==> src/tpbd_pkg.sv <==
/*
 * Package for the texel palette and block decoder: formats, field
 * positions, block modes, channel constants and the carrier structs.
 * Assumes nothing of its surroundings.
 */
package tpbd_pkg;

    // Texel format codes presented by the sampler
    typedef enum logic [3:0] {
        FMT_NIBBLE_INDEX_LOW_ALPHA_HIGH = 4'h0,
        FMT_NIBBLE_INDEX_HIGH_ALPHA_LOW = 4'h1,
        FMT_BYTE_INDEX_LOW_ALPHA_HIGH   = 4'h2,
        FMT_BYTE_INDEX_HIGH_ALPHA_LOW   = 4'h3,
        FMT_BYTE_INDEX_ONLY             = 4'h4,
        FMT_TWO_BIT_INDEX_ONLY          = 4'h5,
        FMT_COMPRESSED_BLOCK            = 4'h6
    } tpbd_fmt_t;

    // Compressed block mode, one-hot
    typedef enum logic [3:0] {
        MODE_HIGH_PRECISION = 4'h1,
        MODE_FOUR_COLOUR    = 4'h2,
        MODE_ALPHA_COLOUR   = 4'h4,
        MODE_SPLIT_TABLE    = 4'h8
    } tpbd_mode_t;

    localparam int BLK_W        = 128;
    localparam int MODE_HI_BIT  = 127;
    localparam int MODE_MID_BIT = 126;
    localparam int MODE_LO_BIT  = 125;

    // High-precision mode layout
    localparam int HP_C1_TOP    = 125;
    localparam int HP_C0_TOP    = 110;
    localparam int HP_SEL_W     = 3;
    localparam logic [2:0] HP_SEL_TRANSPARENT = 3'h7;
    localparam logic [2:0] HP_SEL_C1          = 3'h6;
    localparam logic [7:0] HP_DIVISOR         = 8'h06;
    localparam logic [7:0] HP_ROUND           = 8'h03;

    // Four-colour direct mode layout
    localparam int FC_C3_TOP    = 123;
    localparam int FC_COLOUR_W  = 15;
    localparam int FC_SEL_W     = 2;

    localparam logic [7:0] ALPHA_OPAQUE = 8'hFF;
    localparam logic [7:0] ALPHA_CLEAR  = 8'h00;

    // Pipeline depth from request to result
    localparam int LATENCY      = 2;

    typedef struct packed {
        logic [7:0] a;
        logic [7:0] r;
        logic [7:0] g;
        logic [7:0] b;
    } tpbd_argb_t;

    typedef struct packed {
        logic [7:0] r;
        logic [7:0] g;
        logic [7:0] b;
    } tpbd_rgb_t;

    typedef struct packed {
        logic [127:0] word;
        tpbd_fmt_t    fmt;
        logic [4:0]   texel;
    } tpbd_req_t;

endpackage

==> src/tpbd_lerp6.sv <==
/*
 * Sixths interpolator for one colour channel of the high-precision mode.
 * Assumes k lies in 1..5; purely combinational.
 */
`timescale 1ns/1ps
`default_nettype none

module tpbd_lerp6 (
    input  wire logic [7:0] c0,
    input  wire logic [7:0] c1,
    input  wire logic [2:0] k,
    output logic      [7:0] y
);
    logic [11:0] sum;
    logic [11:0] w0;
    logic [11:0] w1;

    // Worst case 6*255+3 fits in 11 bits
    assign w0  = 12'(tpbd_pkg::HP_SEL_C1 - k);
    assign w1  = 12'(k);
    assign sum = w0 * 12'(c0) + w1 * 12'(c1) + 12'(tpbd_pkg::HP_ROUND);
    assign y   = 8'(sum / 12'(tpbd_pkg::HP_DIVISOR));

endmodule

`default_nettype wire

==> src/tpbd_decoder.sv <==
/*
 * Texel palette and block decoder. Unpacks paletted texel formats into
 * a palette index and alpha, looks the index up in the external
 * palette, and decodes high-precision and four-colour 128-bit blocks into ARGB texels, flagging the other two modes.
 * Assumes the palette store answers a read in exactly one cycle and
 * that the sampler holds no expectation of back-pressure.
 */
// Operation
// - High-alpha nibble format: alpha high, index low
// - Four-bit alpha copied into both nibbles
// - Nibble index selects 24-bit palette RGB
// - Low-alpha nibble format: index high, alpha low
// - High-alpha byte format: alpha high byte
// - Low-alpha byte format: index high byte
// - Byte index selects 24-bit RGB, alpha own
// - Byte-only index selects full ARGB entry
// - Two-bit index selects full ARGB entry
// - Block holds two 4x4 tiles, row-major
// - Top three bits choose the block mode
// - High-precision: two 5:5:5 base colours extracted
// - High-precision: 3-bit selectors packed from bit 0
// - Five-bit channel widened by repeating top bits
// - Entries 0,6 bases; 1..5 rounded sixths
// - Selector 7 gives transparent black
// - Four-colour mode: colours 3..0 from bit 123
// - Four-colour mode: 2-bit selectors in low half
// - Four-colour selector picks colour, alpha opaque
// - Result is ARGB, alpha in top byte
`timescale 1ns/1ps
`default_nettype none

module tpbd_decoder (
    input  wire logic                 clk_sys,
    input  wire logic                 rst_n,
    input  wire logic                 req_valid,
    input  wire tpbd_pkg::tpbd_req_t  req,
    output logic                      pal_rd,
    output logic [7:0]                pal_index,
    input  wire logic [31:0]          pal_data,
    output logic                      res_valid,
    output tpbd_pkg::tpbd_argb_t      res_argb,
    output logic                      res_elsewhere,
    output logic [127:0]              res_block,
    output logic [4:0]                res_texel
);

    ////////////////////////////////////////////////////////////////////
    // Helpers

    // Widen 5-bit channel to 8 bits
    function automatic logic [7:0] widen5(input logic [4:0] v);
        return {v, v[4:2]};
    endfunction

    function automatic tpbd_pkg::tpbd_rgb_t rgb555(input logic [14:0] v);
        tpbd_pkg::tpbd_rgb_t c;
        c.r = widen5(v[14:10]);
        c.g = widen5(v[9:5]);
        c.b = widen5(v[4:0]);
        return c;
    endfunction

    function automatic tpbd_pkg::tpbd_mode_t block_mode(input logic [127:0] w);
        tpbd_pkg::tpbd_mode_t m;
        if (w[tpbd_pkg::MODE_HI_BIT]) begin
            m = tpbd_pkg::MODE_SPLIT_TABLE;
        end else if (!w[tpbd_pkg::MODE_MID_BIT]) begin
            m = tpbd_pkg::MODE_HIGH_PRECISION;
        end else if (!w[tpbd_pkg::MODE_LO_BIT]) begin
            m = tpbd_pkg::MODE_FOUR_COLOUR;
        end else begin
            m = tpbd_pkg::MODE_ALPHA_COLOUR;
        end
        return m;
    endfunction

    ////////////////////////////////////////////////////////////////////
    // Stage 1: field extraction and palette request

    tpbd_pkg::tpbd_mode_t mode;
    tpbd_pkg::tpbd_rgb_t  hp_c0;
    tpbd_pkg::tpbd_rgb_t  hp_c1;
    tpbd_pkg::tpbd_rgb_t  fc_col [4];
    logic [2:0]           hp_sel;
    logic [1:0]           fc_sel;
    logic [7:0]           idx_d;
    logic [7:0]           alpha_d;
    logic                 use_pal_d;
    logic                 full_argb_d;
    logic                 elsewhere_d;
    tpbd_pkg::tpbd_argb_t blk_argb_d;
    tpbd_pkg::tpbd_rgb_t  hp_mix;
    // One net per channel: a packed struct may not take three drivers
    logic [7:0]           mix_r;
    logic [7:0]           mix_g;
    logic [7:0]           mix_b;

    assign mode  = block_mode(req.word);
    assign hp_c1 = rgb555(req.word[tpbd_pkg::HP_C1_TOP -: 15]);
    assign hp_c0 = rgb555(req.word[tpbd_pkg::HP_C0_TOP -: 15]);
    // Texel n selector at bits 3n+2:3n, texel 31 at 95:93
    assign hp_sel = req.word[req.texel * tpbd_pkg::HP_SEL_W +: 3];
    // Texel n selector at 2n+1:2n, texel 31 at 63:62
    assign fc_sel = req.word[req.texel * tpbd_pkg::FC_SEL_W +: 2];

    // Colour 3 at top, colour 0 ending at bit 64; bit 124 ignored
    for (genvar i = 0; i < 4; i++) begin : g_fc
        assign fc_col[i] = rgb555(req.word[tpbd_pkg::FC_C3_TOP
                                  - (3 - i) * tpbd_pkg::FC_COLOUR_W -: 15]);
    end

    // Texel number already encodes tile and row-major position; the
    // selector address needs nothing further.

    tpbd_lerp6 u_interpolate_select_r (
        .c0 (hp_c0.r),
        .c1 (hp_c1.r),
        .k  (hp_sel),
        .y  (mix_r)
    );
    tpbd_lerp6 u_interpolate_select_g (
        .c0 (hp_c0.g),
        .c1 (hp_c1.g),
        .k  (hp_sel),
        .y  (mix_g)
    );
    tpbd_lerp6 u_interpolate_select_b (
        .c0 (hp_c0.b),
        .c1 (hp_c1.b),
        .k  (hp_sel),
        .y  (mix_b)
    );

    // Interpolated entry; only used for selectors 1..5
    assign hp_mix = {mix_r, mix_g, mix_b};

    always_comb begin
        idx_d       = 8'h00;
        alpha_d     = tpbd_pkg::ALPHA_OPAQUE;
        use_pal_d   = 1'b0;
        full_argb_d = 1'b0;
        elsewhere_d = 1'b0;
        blk_argb_d  = '0;
        case (req.fmt)
            tpbd_pkg::FMT_NIBBLE_INDEX_LOW_ALPHA_HIGH: begin
                alpha_d   = {req.word[7:4], req.word[7:4]};
                idx_d     = {4'h0, req.word[3:0]};
                use_pal_d = 1'b1;
            end
            tpbd_pkg::FMT_NIBBLE_INDEX_HIGH_ALPHA_LOW: begin
                alpha_d   = {req.word[3:0], req.word[3:0]};
                idx_d     = {4'h0, req.word[7:4]};
                use_pal_d = 1'b1;
            end
            tpbd_pkg::FMT_BYTE_INDEX_LOW_ALPHA_HIGH: begin
                alpha_d   = req.word[15:8];
                idx_d     = req.word[7:0];
                use_pal_d = 1'b1;
            end
            tpbd_pkg::FMT_BYTE_INDEX_HIGH_ALPHA_LOW: begin
                alpha_d   = req.word[7:0];
                idx_d     = req.word[15:8];
                use_pal_d = 1'b1;
            end
            tpbd_pkg::FMT_BYTE_INDEX_ONLY: begin
                idx_d       = req.word[7:0];
                use_pal_d   = 1'b1;
                full_argb_d = 1'b1;
            end
            tpbd_pkg::FMT_TWO_BIT_INDEX_ONLY: begin
                idx_d       = {6'h00, req.word[1:0]};
                use_pal_d   = 1'b1;
                full_argb_d = 1'b1;
            end
            tpbd_pkg::FMT_COMPRESSED_BLOCK: begin
                case (mode)
                    tpbd_pkg::MODE_HIGH_PRECISION: begin
                        if (hp_sel == tpbd_pkg::HP_SEL_TRANSPARENT) begin
                            blk_argb_d = '0;
                        end else if (hp_sel == 3'h0) begin
                            blk_argb_d = {tpbd_pkg::ALPHA_OPAQUE, hp_c0};
                        end else if (hp_sel == tpbd_pkg::HP_SEL_C1) begin
                            blk_argb_d = {tpbd_pkg::ALPHA_OPAQUE, hp_c1};
                        end else begin
                            blk_argb_d = {tpbd_pkg::ALPHA_OPAQUE, hp_mix};
                        end
                    end
                    tpbd_pkg::MODE_FOUR_COLOUR: begin
                        blk_argb_d = {tpbd_pkg::ALPHA_OPAQUE, fc_col[fc_sel]};
                    end
                    tpbd_pkg::MODE_ALPHA_COLOUR, tpbd_pkg::MODE_SPLIT_TABLE: begin
                        elsewhere_d = 1'b1;
                    end
                    default: begin
                        elsewhere_d = 1'b1;
                    end
                endcase
            end
            default: begin
                blk_argb_d = '0;
            end
        endcase
    end

    // Palette read goes out combinationally so its answer lines up
    assign pal_rd    = req_valid & use_pal_d;
    assign pal_index = idx_d;

    ////////////////////////////////////////////////////////////////////
    // Stage 1 registers

    logic                 s1_valid_q;
    logic                 s1_use_pal_q;
    logic                 s1_full_q;
    logic                 s1_else_q;
    logic [7:0]           s1_alpha_q;
    tpbd_pkg::tpbd_argb_t s1_argb_q;
    logic [127:0]         s1_block_q;
    logic [4:0]           s1_texel_q;

    always_ff @(posedge clk_sys) begin
        if (!rst_n) begin
            s1_valid_q <= 1'b0;
        end else begin
            s1_valid_q <= req_valid;
        end
    end

    always_ff @(posedge clk_sys) begin
        if (!rst_n) begin
            s1_use_pal_q <= 1'b0;
            s1_full_q    <= 1'b0;
            s1_else_q    <= 1'b0;
            s1_alpha_q   <= 8'h00;
            s1_argb_q    <= '0;
            s1_block_q   <= '0;
            s1_texel_q   <= 5'h00;
        end else if (req_valid) begin
            s1_use_pal_q <= use_pal_d;
            s1_full_q    <= full_argb_d;
            s1_else_q    <= elsewhere_d;
            s1_alpha_q   <= alpha_d;
            s1_argb_q    <= blk_argb_d;
            s1_block_q   <= req.word;
            s1_texel_q   <= req.texel;
        end
    end

    ////////////////////////////////////////////////////////////////////
    // Stage 2: merge palette answer, register result

    tpbd_pkg::tpbd_argb_t argb_d;

    always_comb begin
        argb_d = s1_argb_q;
        if (s1_use_pal_q) begin
            if (s1_full_q) begin
                argb_d = pal_data;
            end else begin
                // Palette RGB, alpha from the texel itself
                argb_d = {s1_alpha_q, pal_data[23:0]};
            end
        end
    end

    always_ff @(posedge clk_sys) begin
        if (!rst_n) begin
            res_valid <= 1'b0;
        end else begin
            res_valid <= s1_valid_q;
        end
    end

    always_ff @(posedge clk_sys) begin
        if (!rst_n) begin
            res_argb      <= '0;
            res_elsewhere <= 1'b0;
            res_block     <= '0;
            res_texel     <= 5'h00;
        end else if (s1_valid_q) begin
            res_argb      <= s1_else_q ? '0 : argb_d;
            res_elsewhere <= s1_else_q;
            // Block forwarded untouched for the other decoder
            res_block     <= s1_block_q;
            res_texel     <= s1_texel_q;
        end
    end

endmodule

`default_nettype wire

==> config.mk <==
export PLATFORM = sky130hd
export DESIGN_NAME = tpbd_decoder
export DESIGN_NICKNAME = d
export VERILOG_FILES = /design/src/tpbd_pkg.sv /design/src/tpbd_lerp6.sv /design/src/tpbd_decoder.sv
export SDC_FILE = /design/constraint.sdc
export NUM_CORES = 1
export LEC_CHECK = 0
export BUFFER_PORTS_ARGS = -buffer_cell sky130_fd_sc_hd__buf_2
export CORE_MARGIN = 2
export CORE_UTILIZATION = 56
export CTS_CLUSTER_SIZE = 8
export DETAILED_ROUTE_END_ITERATION = 6
export PLACE_DENSITY = 0.85
export SYNTH_ARGS = -nofsm -noshare
export SYNTH_HDL_FRONTEND = slang
export SYNTH_SLANG_ARGS = --single-unit
==> constraint.sdc <==
create_clock -name clk_sys -period 18.7 [get_ports clk_sys]
set_input_delay 1.87 -clock clk_sys [delete_from_list [all_inputs] [get_ports clk_sys]]
set_output_delay 1.87 -clock clk_sys [all_outputs]
set_load 0.02 [all_outputs]
==> impl_metrics.csv <==
group,metric,value,unit
clock_network,cts_repair_resize_count,0,
worst_setup_path,worstPathMaxFanout,41,
detailed_routing,drt_first_pass_iters,7,
yosys,ys_warn_count,0,
yosys,seq_area_frac_synth,0.263,
run_status,violations,"DRC",
timing,tightest_slew,1.21,ns
cells_and_area,fin_nets,3514,
detailed_routing,avgRoutedWirePerCell,21.9,um
grt,use_met2,0.548,
yosys,avgSynthCellArea,9.04,sq um
clock_network,holdBufCountCts,0,
grt,grt_pass1_vias,22400,
yosys,synth_nets,3270,
clock_network,htreeDepth,2,
place,dpl.hpwl,60100,um
timing,finalClockSkew,0.0235,ns
cells_and_area,drive_gt1_frac,0.182,
clock_network,cts_root_buf,"clkbuf_16",
cells_and_area,syn2layout_area_growth,12.5,%
grt,grt_pass1_wl,125000,um
timing,maxSlewHeadroom,0.194,
cells_and_area,mostFrequentLayoutCell,"nor2_1",
timing,setup-tns-final,0,ns
place,gp_congestion,1.00,
grt,grt_busiest_layer,"met2",
timing,drv_slew,0,
timing,max_freq,81.6,MHz
timing,min_period_over_period,0.656,
cells_and_area,layout_common_cells,"nor2_1, buf_2, mux2i_1, dfxtp_1, inv_1",
worst_setup_path,start_kind,"input port",
detailed_routing,antenna_left,0,
yosys,netlist_area,25700,sq um
grt,grt_use_met3,0.0796,
grt,grt.overflow.total,0,
grt,grtUsageMet1,0.414,
yosys,ys_async_sr_fraction,0,
floorplanning,rows,78,
worst_setup_path,cpMostUsedCell,"fa_1",
clock_network,cts_tree,"yes",
yosys,synth_cells,2839,
worst_setup_path,cp.required,19.19,ns
run_status,status,"finished with violations",
worst_setup_path,rrSetupSlack,15.98,ns
detailed_routing,vias_per_cell,6.17,
floorplanning,core-area,45300,sq um
timing,period_needed,12.26,ns
yosys,synth.distinct_cells,101,
worst_setup_path,cpMaxStageDelayCell,"mux2i_1",
grt,antenna_found_initial,3,
floorplanning,die_area,47600,sq um
detailed_routing,drcViolationCount,4,
floorplanning,die_y,218,um
worst_setup_path,cp.arrival,12.75,ns
worst_setup_path,path_delay_family,"adder cells",
clock_network,cts_max_path_buffers,3,
yosys,synth-edff-count,0,
worst_setup_path,worst-path-buf-inv,3,
floorplanning,pin_count,348,
worst_setup_path,slowest_delay,0.72,ns
floorplanning,start_util,0.567,
grt,grt_start_max_net_pins,114,
timing,rsz0062_at_grt,"no",
detailed_routing,drt_iter0_markers,2239,
yosys,ys.flop_type,"dfxtp_1",
floorplanning,dieWidth,218,um
timing,setup_viol,0,
clock_network,clock-sinks,337,
clock_network,post_cts_buffers,0,
clock_network,cts_buffers,48,
worst_setup_path,critical_path_class,"in2reg",
yosys,ys_ff_latch,337,
clock_network,clk_latency,0.55,ns
min_path,holdCritPathClass,"reg2reg",
detailed_routing,num_vias,22700,
grt,grt_usage,0.336,
detailed_routing,drt-total-wl,81000,um
place,portBuffers,347,
job,maxCapViolCount,0,
timing,finalHoldViolCount,0,
worst_setup_path,cp-end-kind,"register",
clock_network,path_clk_slew,0.06,ns
## worst paths after layout
check                                  start                         end  depth (start not counted)
setup / recovery                      req[0]   s1_argb_q[2]$_SDFFE_PN0P_                         32
hold / removal    s1_argb_q[22]$_SDFFE_PN0P_  s1_argb_q[22]$_SDFFE_PN0P_                          2
setup reg to reg       s1_valid_q$_SDFF_PN0_   res_argb[21]$_SDFFE_PN0P_                          3
hold reg to reg   s1_argb_q[22]$_SDFFE_PN0P_  s1_argb_q[22]$_SDFFE_PN0P_                          2
## per-layer routing
layer | part of all wire | vias up
met2 | 0.46 | 1200
met4 | 0.057 | 2
met5 | 0.00015 | -
met3 | 0.098 | 264
li1 | - | 10300
met1 | 0.38 | 11000
## Yosys cell counts, drive strengths merged (15+ instances only)
master | instances | share of area
a31oi | 21 | 0.0051
fa | 150 | 0.12
nor2b | 23 | 0.0056
nand3 | 37 | 0.0072
inv | 217 | 0.032
o21ai | 97 | 0.019
a21o | 25 | 0.0073
o21a | 15 | 0.0044
clkbuf | 114 | 0.017
mux2i | 342 | 0.13
and2 | 58 | 0.014
xnor2 | 60 | 0.021
mux4 | 65 | 0.057
nor3 | 43 | 0.0090
buf | 64 | 0.013
dfxtp | 337 | 0.26
nand2 | 155 | 0.023
a21oi | 151 | 0.030
a22oi | 34 | 0.0099
xor2 | 27 | 0.0098
nor2 | 446 | 0.065
o211ai | 20 | 0.0058
ha | 109 | 0.053
a211oi | 27 | 0.0085
## worst reg2reg max path, stage by stage (launching register included)
cell	delay (ns)
dfxtp_4	0.93
clkinv_1	1.12
a21oi_1	0.45
nor2_1	0.07
## sequential cells by signal, summed over array words and instances (netlist names)
name / cells
s1_argb_q: 25
s1_block_q: 128
res_elsewhere: 1
res_texel: 5
s1_valid_q: 1
s1_full_q: 1
res_valid: 1
res_block: 128
s1_texel_q: 5
res_argb: 32
s1_alpha_q: 8
s1_else_q: 1
s1_use_pal_q: 1
## through the flow
stage	instances	util	cell area [sq um]	setup slack [ns]	hold slack, ns
after CTS	3687	0.638	28900	6.51	0.480
final	3689	0.638	28900	6.44	0.483
after global placement	3633	0.610	27600	6.21	0.464
after floorplan	2839	-	25700	6.92	0.415
after detailed placement	3633	0.610	27600	5.96	0.473
after global routing	3688	0.638	28900	5.82	0.497
## cell type report
| class | count | area (sq um) |
|---|---|---|
| clock buffers | 51 | 1230 |
| multi-input cells | 2103 | 17300 |
| clock inverters | 3 | 26.3 |
| fillers | 3667 | 16400 |
| repair buffers | 372 | 1930 |
| inverters | 221 | 837 |
| diodes | 2 | 5.00 |
| flip-flops and latches | 337 | 6750 |
| well taps | 600 | 751 |
## logic make-up after synthesis
family,count (synthesis),synth area share
adders and majority gates,259,0.170
and+or+nand+nor,843,0.147
DFF,337,0.263
xor gates and xnor gates,89,0.0328
buffers and inverters,399,0.0618
AOI/OAI and AO/OA,494,0.130
muxes,418,0.196
Power is left out: the tool's default activity adds up to more than one toggle a clock period on the data nets, which glitch-free logic cannot reach.
